==> src/shared/pflash_ctrl_regs.svh <==
// register offsets, field positions, reset values and timing counts
`ifndef PFLASH_CTRL_REGS_SVH
`define PFLASH_CTRL_REGS_SVH
`define ADDR_ACCESS_CTRL 12'h0fa6
`define ADDR_UNLOCK_PORT 12'h0fa7
`define ADDR_IRQ_FLAGS 12'h0fa1
`define ADDR_BYTE_LATCH 12'h0ff5
`define ADDR_PTR_LOW 12'h0ff6
`define ADDR_PTR_HIGH 12'h0ff7
`define ADDR_PTR_UPPER 12'h0ff8
`define ADDR_TABLE_OP 12'h0ff9
`define BIT_SPACE_SEL 7
`define BIT_CFG_SEL 6
`define BIT_ERASE_EN 4
`define BIT_ABORT_FLAG 3
`define BIT_PERMIT 2
`define BIT_WR_TRIG 1
`define BIT_RD_TRIG 0
`define BIT_DONE_IRQ 4
`define BIT_OP_WRITE 2
`define UNLOCK_FIRST 8'h55
`define UNLOCK_SECOND 8'haa
`define RESET_BYTE 8'h00
`define ERASED_BYTE 8'hff
`define CLK_MHZ 40
`define ERASE_TIME_US 2000
`define WRITE_TIME_US 2000
`define TIMER_W 17
`endif
==> src/shared/pflash_ctrl_pkg.sv <==
// types shared by the flash self-access controller
package pflash_ctrl_pkg;
	typedef enum logic [1:0] {
		PTR_KEEP,
		PTR_POST_INC,
		PTR_POST_DEC,
		PTR_PRE_INC
	} ptr_mode_t;
	typedef enum logic [1:0] {
		SPACE_EEPROM,
		SPACE_FLASH,
		SPACE_CONFIG
	} space_t;
	typedef enum {
		UNLOCK_IDLE,
		UNLOCK_HALF,
		UNLOCK_ARMED
	} unlock_t;
	typedef struct packed {
		logic erase;
		space_t space;
		logic [21:0] addr;
	} nvm_req_t;
endpackage

==> src/rtl/flash_holding_buffer.sv <==
// eight byte holding registers for block programming
`timescale 1ns/100ps
`default_nettype none
`include "pflash_ctrl_regs.svh"
module flash_holding_buffer (
	input wire logic clk,
	input wire logic reset_n,
	input wire logic writeEn,
	input wire logic [2:0] writeIdx,
	input wire logic [7:0] writeData,
	input wire logic clearAll,
	output logic [63:0] blockData
);
	genvar i;
	generate
		for (i = 0; i < 8; i++) begin : g_byte
			always_ff @(posedge clk or negedge reset_n) begin
				if (!reset_n) begin
					blockData[i*8 +: 8] <= `ERASED_BYTE;
				end else if (clearAll) begin
					blockData[i*8 +: 8] <= `ERASED_BYTE;
				end else if (writeEn && writeIdx == 3'(i)) begin
					blockData[i*8 +: 8] <= writeData;
				end
			end
		end
	endgenerate
endmodule // flash_holding_buffer
`default_nettype wire

==> src/rtl/program_flash_self_access_control.sv <==
// self-access controller for program flash, data eeprom and config space
`timescale 1ns/100ps
`default_nettype none
`include "pflash_ctrl_regs.svh"
module program_flash_self_access_control
	import pflash_ctrl_pkg::*;
#(
	parameter int ERASE_CYCLES = `ERASE_TIME_US * `CLK_MHZ,
	parameter int WRITE_CYCLES = `WRITE_TIME_US * `CLK_MHZ
) (
	input wire logic clk,
	input wire logic reset_n,
	input wire logic extResetReq,
	input wire logic wdtResetReq,
	input wire logic [11:0] regAddr,
	input wire logic [7:0] regWdata,
	input wire logic regWr,
	input wire logic regRd,
	output logic [7:0] regRdata,
	output logic flashRdReq,
	output logic [21:0] flashRdAddr,
	input wire logic [7:0] flashRdData,
	output logic progStart,
	output nvm_req_t progReq,
	output logic [63:0] progData,
	output logic eeReadStrobe,
	output logic fetchStall,
	output logic doneIrq
);
	logic spaceSel_q;
	logic cfgSel_q;
	logic eraseEn_q;
	logic abortFlag_q;
	logic permit_q;
	logic wrTrig_q;
	logic rdTrig_q;
	logic doneFlag_q;
	logic [7:0] latch_q;
	logic [21:0] ptr_q;
	logic rdWait_q;
	logic eraseOp_q;
	unlock_t unlock_q;
	logic timerBusy;
	logic timerDone;
	logic [63:0] holdData;
	logic warmReset;
	logic wrCtrl;
	logic wrUnlock;
	logic wrOp;
	logic startOp;
	logic startRd;
	logic tableRd;
	logic tableWr;
	logic [21:0] ptrEff;
	logic [20:0] ptrLow;
	logic [`TIMER_W-1:0] timerCycles;
	ptr_mode_t opMode;

	assign warmReset = extResetReq | wdtResetReq;
	assign wrCtrl = regWr && regAddr == `ADDR_ACCESS_CTRL;
	assign wrUnlock = regWr && regAddr == `ADDR_UNLOCK_PORT;
	assign wrOp = regWr && regAddr == `ADDR_TABLE_OP && !timerBusy;
	assign opMode = ptr_mode_t'(regWdata[1:0]);
	assign tableRd = wrOp && !regWdata[`BIT_OP_WRITE];
	assign tableWr = wrOp && regWdata[`BIT_OP_WRITE];
	// pre-increment touches only the low 21 bits
	assign ptrLow = ptr_q[20:0] + 21'h0_0001;
	assign ptrEff = (opMode == PTR_PRE_INC) ? {ptr_q[21], ptrLow} : ptr_q;
	// trigger honoured only once, when unlocked and permitted
	assign startOp = wrCtrl && regWdata[`BIT_WR_TRIG] && !wrTrig_q && !timerBusy
		&& permit_q && unlock_q == UNLOCK_ARMED && !warmReset;
	// read trigger refused while flash or config space is selected
	assign startRd = wrCtrl && regWdata[`BIT_RD_TRIG] && !rdTrig_q && !spaceSel_q
		&& !cfgSel_q && !timerBusy && !warmReset;
	assign timerCycles = (spaceSel_q && regWdata[`BIT_ERASE_EN] && eraseEn_q)
		? `TIMER_W'(ERASE_CYCLES) : `TIMER_W'(WRITE_CYCLES);

	program_timer u_timer (
		.clk(clk),
		.reset_n(reset_n),
		.start(startOp),
		.abort(warmReset),
		.cycles(timerCycles),
		.busy(timerBusy),
		.done(timerDone)
	);

	flash_holding_buffer u_hold (
		.clk(clk),
		.reset_n(reset_n),
		.writeEn(tableWr && !warmReset),
		.writeIdx(ptrEff[2:0]),
		.writeData(latch_q),
		.clearAll(timerDone && !eraseOp_q),
		.blockData(holdData)
	);

	// space selects survive an aborting reset
	always_ff @(posedge clk or negedge reset_n) begin
		if (!reset_n) begin
			spaceSel_q <= 1'b0;
			cfgSel_q <= 1'b0;
		end else if (warmReset) begin
			if (!timerBusy) begin
				spaceSel_q <= 1'b0;
				cfgSel_q <= 1'b0;
			end
		end else if (wrCtrl && !timerBusy) begin
			spaceSel_q <= regWdata[`BIT_SPACE_SEL];
			cfgSel_q <= regWdata[`BIT_CFG_SEL];
		end
	end

	// erase enable and write permit
	always_ff @(posedge clk or negedge reset_n) begin
		if (!reset_n) begin
			eraseEn_q <= 1'b0;
			permit_q <= 1'b0;
		end else if (warmReset) begin
			eraseEn_q <= 1'b0;
			permit_q <= 1'b0;
		end else if (timerDone && eraseOp_q) begin
			eraseEn_q <= 1'b0;
		end else if (wrCtrl && !timerBusy) begin
			eraseEn_q <= regWdata[`BIT_ERASE_EN];
			permit_q <= regWdata[`BIT_PERMIT];
		end
	end

	// abort flag
	always_ff @(posedge clk or negedge reset_n) begin
		if (!reset_n) begin
			abortFlag_q <= 1'b0;
		end else if (warmReset && timerBusy) begin
			abortFlag_q <= 1'b1;
		end else if (timerDone) begin
			abortFlag_q <= 1'b0;
		end else if (wrCtrl && !timerBusy) begin
			abortFlag_q <= regWdata[`BIT_ABORT_FLAG];
		end
	end

	// write trigger: set by software only, cleared by the timer's end or a warm reset
	always_ff @(posedge clk or negedge reset_n) begin
		if (!reset_n) begin
			wrTrig_q <= 1'b0;
		end else if (warmReset || timerDone) begin
			wrTrig_q <= 1'b0;
		end else if (startOp) begin
			wrTrig_q <= 1'b1;
		end
	end

	// read trigger holds for one cycle
	always_ff @(posedge clk or negedge reset_n) begin
		if (!reset_n) begin
			rdTrig_q <= 1'b0;
			eeReadStrobe <= 1'b0;
		end else begin
			rdTrig_q <= startRd;
			eeReadStrobe <= startRd;
		end
	end

	// completion flag: hardware set wins over software clear
	always_ff @(posedge clk or negedge reset_n) begin
		if (!reset_n) begin
			doneFlag_q <= 1'b0;
		end else if (timerDone) begin
			doneFlag_q <= 1'b1;
		end else if (regWr && regAddr == `ADDR_IRQ_FLAGS) begin
			doneFlag_q <= regWdata[`BIT_DONE_IRQ];
		end
	end

	// unlock sequence tracker; the port itself holds no data
	always_ff @(posedge clk or negedge reset_n) begin
		if (!reset_n) begin
			unlock_q <= UNLOCK_IDLE;
		end else if (warmReset || wrCtrl) begin
			unlock_q <= UNLOCK_IDLE;
		end else if (wrUnlock) begin
			case (unlock_q)
				UNLOCK_IDLE: begin
					unlock_q <= (regWdata == `UNLOCK_FIRST) ? UNLOCK_HALF : UNLOCK_IDLE;
				end
				UNLOCK_HALF: begin
					unlock_q <= (regWdata == `UNLOCK_SECOND) ? UNLOCK_ARMED : UNLOCK_IDLE;
				end
				default: begin
					unlock_q <= UNLOCK_IDLE;
				end
			endcase
		end
	end

	// table pointer, byte granular, auto-modify on low 21 bits
	always_ff @(posedge clk or negedge reset_n) begin
		if (!reset_n) begin
			ptr_q <= '0;
		end else if (warmReset) begin
			ptr_q <= '0;
		end else if (regWr && regAddr == `ADDR_PTR_LOW) begin
			ptr_q[7:0] <= regWdata;
		end else if (regWr && regAddr == `ADDR_PTR_HIGH) begin
			ptr_q[15:8] <= regWdata;
		end else if (regWr && regAddr == `ADDR_PTR_UPPER) begin
			ptr_q[21:16] <= regWdata[5:0];
		end else if (wrOp) begin
			case (opMode)
				PTR_POST_INC: ptr_q[20:0] <= ptrLow;
				PTR_POST_DEC: ptr_q[20:0] <= ptr_q[20:0] - 21'h0_0001;
				PTR_PRE_INC: ptr_q[20:0] <= ptrLow;
				default: ptr_q <= ptr_q;
			endcase
		end
	end

	// table read: one byte per operation into the latch
	always_ff @(posedge clk or negedge reset_n) begin
		if (!reset_n) begin
			flashRdReq <= 1'b0;
			flashRdAddr <= '0;
			rdWait_q <= 1'b0;
		end else begin
			flashRdReq <= tableRd && !warmReset;
			rdWait_q <= flashRdReq;
			if (tableRd) begin
				flashRdAddr <= ptrEff;
			end
		end
	end

	// byte latch: any value is accepted unchanged
	always_ff @(posedge clk or negedge reset_n) begin
		if (!reset_n) begin
			latch_q <= `RESET_BYTE;
		end else if (rdWait_q) begin
			latch_q <= flashRdData;
		end else if (regWr && regAddr == `ADDR_BYTE_LATCH) begin
			latch_q <= regWdata;
		end
	end

	// timed operation launch; only block writes or 64-byte erases exist
	always_ff @(posedge clk or negedge reset_n) begin
		if (!reset_n) begin
			progStart <= 1'b0;
			progReq <= '0;
			progData <= '0;
			eraseOp_q <= 1'b0;
		end else begin
			progStart <= startOp;
			if (startOp) begin
				eraseOp_q <= eraseEn_q && spaceSel_q && !cfgSel_q;
				progData <= holdData;
				progReq.space <= cfgSel_q ? SPACE_CONFIG
					: (spaceSel_q ? SPACE_FLASH : SPACE_EEPROM);
				progReq.erase <= eraseEn_q && spaceSel_q && !cfgSel_q;
				if (eraseEn_q && spaceSel_q && !cfgSel_q) begin
					progReq.addr <= {ptr_q[21:6], 6'h00};
				end else begin
					progReq.addr <= {ptr_q[21:3], 3'h0};
				end
			end
		end
	end

	// fetch stall mirrors the timer
	always_ff @(posedge clk or negedge reset_n) begin
		if (!reset_n) begin
			fetchStall <= 1'b0;
			doneIrq <= 1'b0;
		end else begin
			fetchStall <= (startOp || timerBusy) && !timerDone && !warmReset;
			doneIrq <= timerDone || (doneFlag_q
				&& !(regWr && regAddr == `ADDR_IRQ_FLAGS && !regWdata[`BIT_DONE_IRQ]));
		end
	end

	// read data, valid the cycle after the strobe
	always_ff @(posedge clk or negedge reset_n) begin
		if (!reset_n) begin
			regRdata <= '0;
		end else if (!regRd) begin
			regRdata <= '0;
		end else if (regAddr == `ADDR_ACCESS_CTRL) begin
			regRdata <= {spaceSel_q, cfgSel_q, 1'b0, eraseEn_q, abortFlag_q,
				permit_q, wrTrig_q, rdTrig_q};
		end else if (regAddr == `ADDR_BYTE_LATCH) begin
			regRdata <= latch_q;
		end else if (regAddr == `ADDR_PTR_LOW) begin
			regRdata <= ptr_q[7:0];
		end else if (regAddr == `ADDR_PTR_HIGH) begin
			regRdata <= ptr_q[15:8];
		end else if (regAddr == `ADDR_PTR_UPPER) begin
			regRdata <= {2'b00, ptr_q[21:16]};
		end else if (regAddr == `ADDR_IRQ_FLAGS) begin
			regRdata <= {3'b000, doneFlag_q, 4'h0};
		end else begin
			regRdata <= '0;
		end
	end
endmodule // program_flash_self_access_control
`default_nettype wire

==> src/rtl/program_timer.sv <==
// internal programming timer for timed writes and erases
`timescale 1ns/100ps
`default_nettype none
`include "pflash_ctrl_regs.svh"
module program_timer (
	input wire logic clk,
	input wire logic reset_n,
	input wire logic start,
	input wire logic abort,
	input wire logic [`TIMER_W-1:0] cycles,
	output logic busy,
	output logic done
);
	logic [`TIMER_W-1:0] count_q;
	always_ff @(posedge clk or negedge reset_n) begin
		if (!reset_n) begin
			count_q <= '0;
			busy <= 1'b0;
			done <= 1'b0;
		end else begin
			done <= 1'b0;
			if (abort) begin
				busy <= 1'b0;
				count_q <= '0;
			end else if (start && !busy) begin
				busy <= 1'b1;
				count_q <= cycles;
			end else if (busy) begin
				if (count_q <= `TIMER_W'(1)) begin
					busy <= 1'b0;
					done <= 1'b1;
				end
				count_q <= count_q - `TIMER_W'(1);
			end
		end
	end
endmodule // program_timer
`default_nettype wire

==> config.mk <==
export PLATFORM = sky130hd
export DESIGN_NAME = program_flash_self_access_control
export DESIGN_NICKNAME = d
export VERILOG_FILES = /design/src/shared/pflash_ctrl_pkg.sv /design/src/rtl/flash_holding_buffer.sv /design/src/rtl/program_flash_self_access_control.sv /design/src/rtl/program_timer.sv
export VERILOG_INCLUDE_DIRS = /design/src /design/src/shared
export SDC_FILE = /design/constraint.sdc
export NUM_CORES = 1
export LEC_CHECK = 0
export BUFFER_PORTS_ARGS = -buffer_cell sky130_fd_sc_hd__buf_2
export CORE_MARGIN = 2
export CORE_UTILIZATION = 53
export DETAILED_ROUTE_END_ITERATION = 8
export MAX_ROUTING_LAYER = met4
export PLACE_DENSITY = 0.77
export SLEW_MARGIN = 20
export SYNTH_ARGS = -nofsm -noshare
export SYNTH_HDL_FRONTEND = slang
export SYNTH_HIERARCHICAL = 1
export SYNTH_SLANG_ARGS = --single-unit
==> constraint.sdc <==
create_clock -name clk -period 2.3 [get_ports clk]
set_input_delay 0.23 -clock clk [delete_from_list [all_inputs] [get_ports clk]]
set_output_delay 0.23 -clock clk [all_outputs]
set_load 0.02 [all_outputs]
==> flow_metrics.tcl, run 1 <==
set metrics [dict create \
    finalNetCount 1506 \
    finalWorstSetupSlack_ns 0.0954 \
    cts.sinks 244 \
    diodes 0 \
    grt_antenna_before_repair 0 \
    hold_viol 0 \
    p_int_mw 6.98 \
    drcViolationCount 0 \
    r2r_cells 7 \
    coreArea_um2 22000 \
    cts_buffers 26 \
    powerDensity_nw_per_um2 620 \
    seq_area_frac_synth_pct 51.9 \
    ir_drop_mv 0.406 \
    avgViaCountPerCell 5.68 \
    synth_area_um2 11900 \
    vias 10046 \
    drt_iter0_drc 982 \
    clk_latency_ns 0.53 \
    rr_endpoint "ptr_q[13]$_DFFE_PN0P_" \
    syn2layout_area_growth_pct 21.4 \
    min-delay-start "regRd" \
    yosysWarningCount 6 \
    layoutNonFillerInstCount 1768 \
    period_share_pct 95.9 \
    hold-worst-slack_ns 0.0270 \
    layout_commonest_cell "nand2_1" \
    overflow 0 \
    gp_congestion 1.03 \
    grt_pass1_wl_mm 53.3 \
    grt_pass1_vias 9697 \
    cp_max_fo 5 \
    die_y_um 154 \
    clk_pin_slew_ns 0.06 \
    syn-instance-count 1263 \
    die_w_um 154 \
    fin_skew_ns 0.00729 \
    combPwrFrac_pct 3.7 \
    timing.rr.start "ptr_q[0]$_DFFE_PN0P_" \
    cts_buffer_depth 3 \
    worst_pin_slew_ns 0.714 \
    synth.mux.area_fraction_pct 7.12 \
    worstHoldPathType "input port to flip-flop" \
    cap_violations 0 \
    end_kind "flip-flop" \
    post-route-util_pct 65.9 \
    max_freq_ghz 0.454 \
    dpl.hpwl_mm 23.4 \
    wirelength_mm 33.4 \
    layout_min_cycle_time_ns 2.20 \
    worstSetupPathType "flip-flop to flip-flop" \
    yosys.area_share.adder_pct 0.420 \
    antenna_left 0 \
    wl_per_cell_um 18.9 \
    required_ns 2.75 \
    grt_max_degree 95 \
    startpoint_type "flip-flop" \
    leakage_nw 7.49 \
    max_slew_margin_pct 52.0 \
    synth_top_family_by_area "simple AND/OR/NAND/NOR gates" \
    grt.total_usage_pct 28.9 \
    p_clk_share_pct 48.3 \
    total_power_mw 8.97 \
    holdPathEnd "regRdata[1]$_DFF_PN0_" \
    start_util_pct 54.2 \
    pre_cts_slack_ns 0.0553 \
    h-tree-depth 1 \
    first_pass_iters 8 \
    synth-main-ff-cell "dfrtp_1" \
    ios 158 \
    layout_common_cells "nand2_1, dfrtp_1, buf_2, nor2_1" \
    final_max_slew_viol_count 0 \
    synthDistinctLibCells 74 \
    synth_xor_xnor_area_share_pct 3.24 \
    yosys.area_share.simple_pct 23.6 \
    cts_tree "done" \
    place_area_um2 13500 \
    synth_compound_area_share_pct 9.31 \
    fp.dieArea_um2 23700 \
    arrival_ns 2.66 \
    outcome "complete, no violations" \
    swShare_pct 22.2 \
    portBuffers 154 \
    synth_edf_count 0 \
    whs_path_depth 3 \
    synthArstFlopShare_pct 100 \
    rsz0062_at_grt "no" \
    fin_tns_setup_ns 0 \
    seqPwrFrac_pct 48.0 \
    synth_seq_cells 244 \
    row_count 54 \
    stdcell_area_um2 14500 \
    p_sw_mw 1.99 \
    cts_root_buf "clkbuf_16" \
    dp.cells 1711 \
    setup_viol 0 \
    reg2reg_slack_ns 0.1 \
    final_layout_size_suffix_gt1_share_pct 25.9 \
    syn_avg_cell_area_um2 9.43 \
]
-- cells in the mapped netlist, types with 6 or more instances --
cell | n | share of area, %
xnor2_1 | 29 | 2.1
buf_6 | 7 | 0.66
or3_1 | 10 | 0.53
o21ai_0 | 71 | 3.0
or4_1 | 9 | 0.57
nand4b_1 | 7 | 0.51
nor2b_1 | 14 | 0.74
inv_1 | 20 | 0.63
a21oi_1 | 33 | 1.4
mux2i_1 | 78 | 6.6
nor2_1 | 137 | 4.3
xor2_1 | 15 | 1.1
a221oi_1 | 6 | 0.44
buf_2 | 22 | 0.92
dfrtp_1 | 180 | 38
nand3_1 | 22 | 0.92
a211oi_1 | 20 | 1.3
nand4_1 | 10 | 0.53
nor3_1 | 21 | 0.88
nor4_1 | 11 | 0.58
dfstp_2 | 64 | 14
nand2_1 | 308 | 9.7
clkbuf_1 | 53 | 1.7
-- worst max-delay path, cell delays in order (launching register included) --
cell,delay [ns]
dfrtp_1,0.45
buf_4,0.17
or3_1,0.41
or3_1,0.44
nor4_1,0.21
o21ai_0,0.14
xor2_1,0.16
a21oi_1,0.15
-- metal layers --
metal	vias to the layer above	wire, um	GRT usage [%]
met5	-	0	-
li1	4689	-	-
met2	424	15300	43.6
met3	60	2410	3.55
met1	4873	15000	42.3
met4	0	655	6.85
-- state kept, by name (all words and copies together) (netlist names), 2 cells and up --
register	cells
u_hold/blockData	64
u_timer/count_q	17
progReq	21
ptr_q	22
latch_q	8
progData	64
unlock_q	2
regRdata	8
flashRdAddr	22
-- power by group through the flow --
stage,clock [mW],sequential (mW),combinational (mW)
final,4.34,4.30,0.329
after global routing,4.58,4.30,0.364
after CTS,4.41,4.30,0.329
after detailed placement,0,4.38,0.317
after global placement,0,4.38,0.315
after floorplan,0,4.38,0.111
-- cells by family (layout without fill, tap and decap cells) --
| family | after synthesis | after routing |
|---|---|---|
| and+or+nand+nor | 599 | 599 |
| other | 2 | 21 |
| muxes | 83 | 83 |
| adders and majority gates | 4 | 4 |
| buffers and inverters | 111 | 317 |
| AOI/OAI and AO/OA | 176 | 176 |
| xor gates and xnor gates | 44 | 44 |
| DFF | 244 | 244 |
-- worst max-delay path by stage --
stage | startpoint | end | slack, ns | cells after the start
after floorplan | regAddr[10] | u_hold/blockData[0]$_DFFE_PN1P_ | 0.02 | 7
after global placement | regAddr[10] | flashRdAddr[12]$_DFFE_PN0P_ | 0.11 | 8
after detailed placement | regAddr[10] | flashRdAddr[19]$_DFFE_PN0P_ | 0.06 | 8
after CTS | ptr_q[10]$_DFFE_PN0P_ | ptr_q[18]$_DFFE_PN0P_ | 0.11 | 6
after global routing | ptr_q[5]$_DFFE_PN0P_ | ptr_q[10]$_DFFE_PN0P_ | 0.004 | 6
final | ptr_q[0]$_DFFE_PN0P_ | ptr_q[13]$_DFFE_PN0P_ | 0.1 | 7
-- what timing repair did --
action	CTS	global route
hold buffers	9	0
setup endpoints to repair	0	27
buffers inserted	0	0
resized for setup	0	1
hold endpoints to repair	70	0
-- cell type report --
| class | instances | area, um^2 |
|---|---|---|
| fill | 1746 | 7490 |
| clock buffer | 40 | 816 |
| sequential | 244 | 6190 |
| clock inverter | 8 | 93.8 |
| timing repair buffer | 249 | 1620 |
| inverter | 20 | 75.1 |
| multi-input combinational | 927 | 5330 |
| tap | 280 | 350 |
(Power assumes the default switching activity.)
==> run 2: changes to the inputs <==
==> constraint.sdc (replaced) <==
create_clock -name clk -period 2 [get_ports clk]
set_input_delay 0.2 -clock clk [delete_from_list [all_inputs] [get_ports clk]]
set_output_delay 0.2 -clock clk [all_outputs]
set_load 0.02 [all_outputs]
==> run 2 against run 1 <==
Net effect: the flow now finishes with violations (setup timing); die area stayed put; register-to-register slack got worse by 0.22 ns; non-clock buffer count is 58 higher; first-iteration DRC count fell by 2.2%; hold slack got worse by 0.0053 ns; critical path type unchanged; largest power group is now registers; highest routed layer unchanged.
==> flow_metrics.tcl, run 2 (same netlist as run 1, synthesis figures left out) <==
set metrics [dict create \
    reg2reg_slack_ns -0.12 \
    place_area_um2 13900 \
    rsz0062_at_grt "yes" \
    worstHoldPathType "input port to flip-flop" \
    hold_viol 0 \
    dpl.hpwl_mm 24.2 \
    reg.largest.list "progData x64, u_hold/blockData x64" \
    start_util_pct 54.2 \
    end_kind "flip-flop" \
    grt_max_degree 68 \
    grt_pass1_wl_mm 54.8 \
    overflow 0 \
    period_share_pct 106 \
    wirelength_mm 34.2 \
    fp.dieArea_um2 23700 \
    diodes 0 \
    first_pass_iters 6 \
    worst_pin_slew_ns 1.10 \
    layout_commonest_cell "nand2_1" \
    dp.cells 1763 \
    cts_root_buf "clkbuf_16" \
    coreArea_um2 22000 \
    clk_latency_ns 0.54 \
    cap_violations 0 \
    cts.sinks 244 \
    finalNetCount 1563 \
    drt_iter0_drc 960 \
    drcViolationCount 0 \
    avgViaCountPerCell 5.65 \
    final_layout_size_suffix_gt1_share_pct 30.5 \
    total_power_mw 9.96 \
    ios 158 \
    cts_tree "done" \
    syn2layout_area_growth_pct 26.7 \
    arrival_ns 2.58 \
    final_max_slew_viol_count 0 \
    layout_min_cycle_time_ns 2.12 \
    hold-worst-slack_ns 0.0217 \
    stdcell_area_um2 15100 \
    die_w_um 154 \
    cts_buffer_depth 3 \
    layoutNonFillerInstCount 1824 \
    worstSetupPathType "flip-flop to flip-flop" \
    startpoint_type "flip-flop" \
    layout_common_cells "nand2_1, dfrtp_1, buf_2, nor2_1, buf_4" \
    grt_pass1_vias 9949 \
    vias 10310 \
    portBuffers 154 \
    wl_per_cell_um 18.8 \
    powerDensity_nw_per_um2 660 \
    violations "setup timing" \
    die_y_um 154 \
    outcome "finished with violations" \
    h-tree-depth 1 \
    grt.total_usage_pct 30.1 \
    leakage_nw 7.79 \
    max_freq_ghz 0.471 \
    grt_antenna_before_repair 0 \
    fin_skew_ns 0.0195 \
    max_slew_margin_pct 26.5 \
    required_ns 2.46 \
    gp_congestion 1.03 \
    ir_drop_mv 0.545 \
    finalWorstSetupSlack_ns -0.121 \
    antenna_left 0 \
    cts_buffers 25 \
    setup_viol 7 \
    pre_cts_slack_ns -0.107 \
    row_count 54 \
    cp_max_fo 3 \
    clk_pin_slew_ns 0.06 \
]
-- run 2: cell types whose count changed in the layout (fill, tap and decap cells not counted), moves of 4 or more --
cell	change
buf_4	+51
buf_6	+4
clkbuf_1	+4
nand2_1	-5
nand2_2	+5
o21ai_0	-6
o21ai_1	+4
or3_1	-4
or3_4	+4
-- run 2: report_power, final --
part / leakage, nW / switching, mW / internal (mW)
registers: 3.18 / 0.00233 / 4.95
logic: 4.22 / 0.275 / 0.140
clock network: 0.391 / 1.95 / 2.65
total: 7.79 / 2.23 / 7.74
-- run 2: per-layer routing --
layer | part of all wire [%] | GRT usage, % | vias to the layer above | wire (um)
met4 | 2.6 | 7.70 | 0 | 874
met3 | 6.6 | 4.45 | 55 | 2250
li1 | - | - | 4817 | -
met2 | 45 | 45.0 | 406 | 15400
met5 | 0 | - | - | 0
met1 | 46 | 43.5 | 5032 | 15700
-- run 2: worst paths after layout --
kind	start	endpoint	cells past startpoint
max in group asynchronous	reset_n	u_hold/blockData[58]$_DFFE_PN1P_	3
setup / recovery	ptr_q[8]$_DFFE_PN0P_	ptr_q[15]$_DFFE_PN0P_	6
min in group asynchronous	reset_n	progReq[10]$_DFFE_PN0P_	2
setup reg to reg	ptr_q[8]$_DFFE_PN0P_	ptr_q[15]$_DFFE_PN0P_	6
hold reg to reg	progData[40]$_DFFE_PN0P_	progData[40]$_DFFE_PN0P_	2
hold / removal	regWdata[5]	ptr_q[21]$_DFFE_PN0P_	3
-- run 2: stage by stage --
step | util, % | setup TNS, ns
2_1_floorplan | - | -0.577
3_5_place_dp | 63.4 | -2.69
3_3_place_gp | 63.4 | -1.04
4_1_cts | 67.9 | -0.338
5_1_grt | 68.7 | -1.64
6_report | 68.7 | -0.475
-- run 2: worst max-delay path, cell delays in order, from the launching register on --
cell	delay, ns
dfrtp_1	0.40
or4_4	0.55
or4_4	0.52
nor3_1	0.19
o21ai_1	0.10
xor2_1	0.15
a21oi_1	0.14
-- run 2: repair_timing --
action | in CTS | in global routing
endpoints found under the hold margin | 129 | 0
pin swaps | 3 | 7
endpoints found under the setup margin | 20 | 59
setup buffers | 2 | 3
resized for setup | 11 | 33
hold buffers | 10 | 0
-- run 2: cell type report --
| class | count | area, um^2 |
|---|---|---|
| tap | 280 | 350 |
| fill | 1680 | 6870 |
| inverter | 20 | 75.1 |
| multi-input combinational | 927 | 5570 |
| timing repair buffer | 307 | 2090 |
| clock buffer | 39 | 728 |
| clock inverter | 7 | 83.8 |
| sequential | 244 | 6190 |
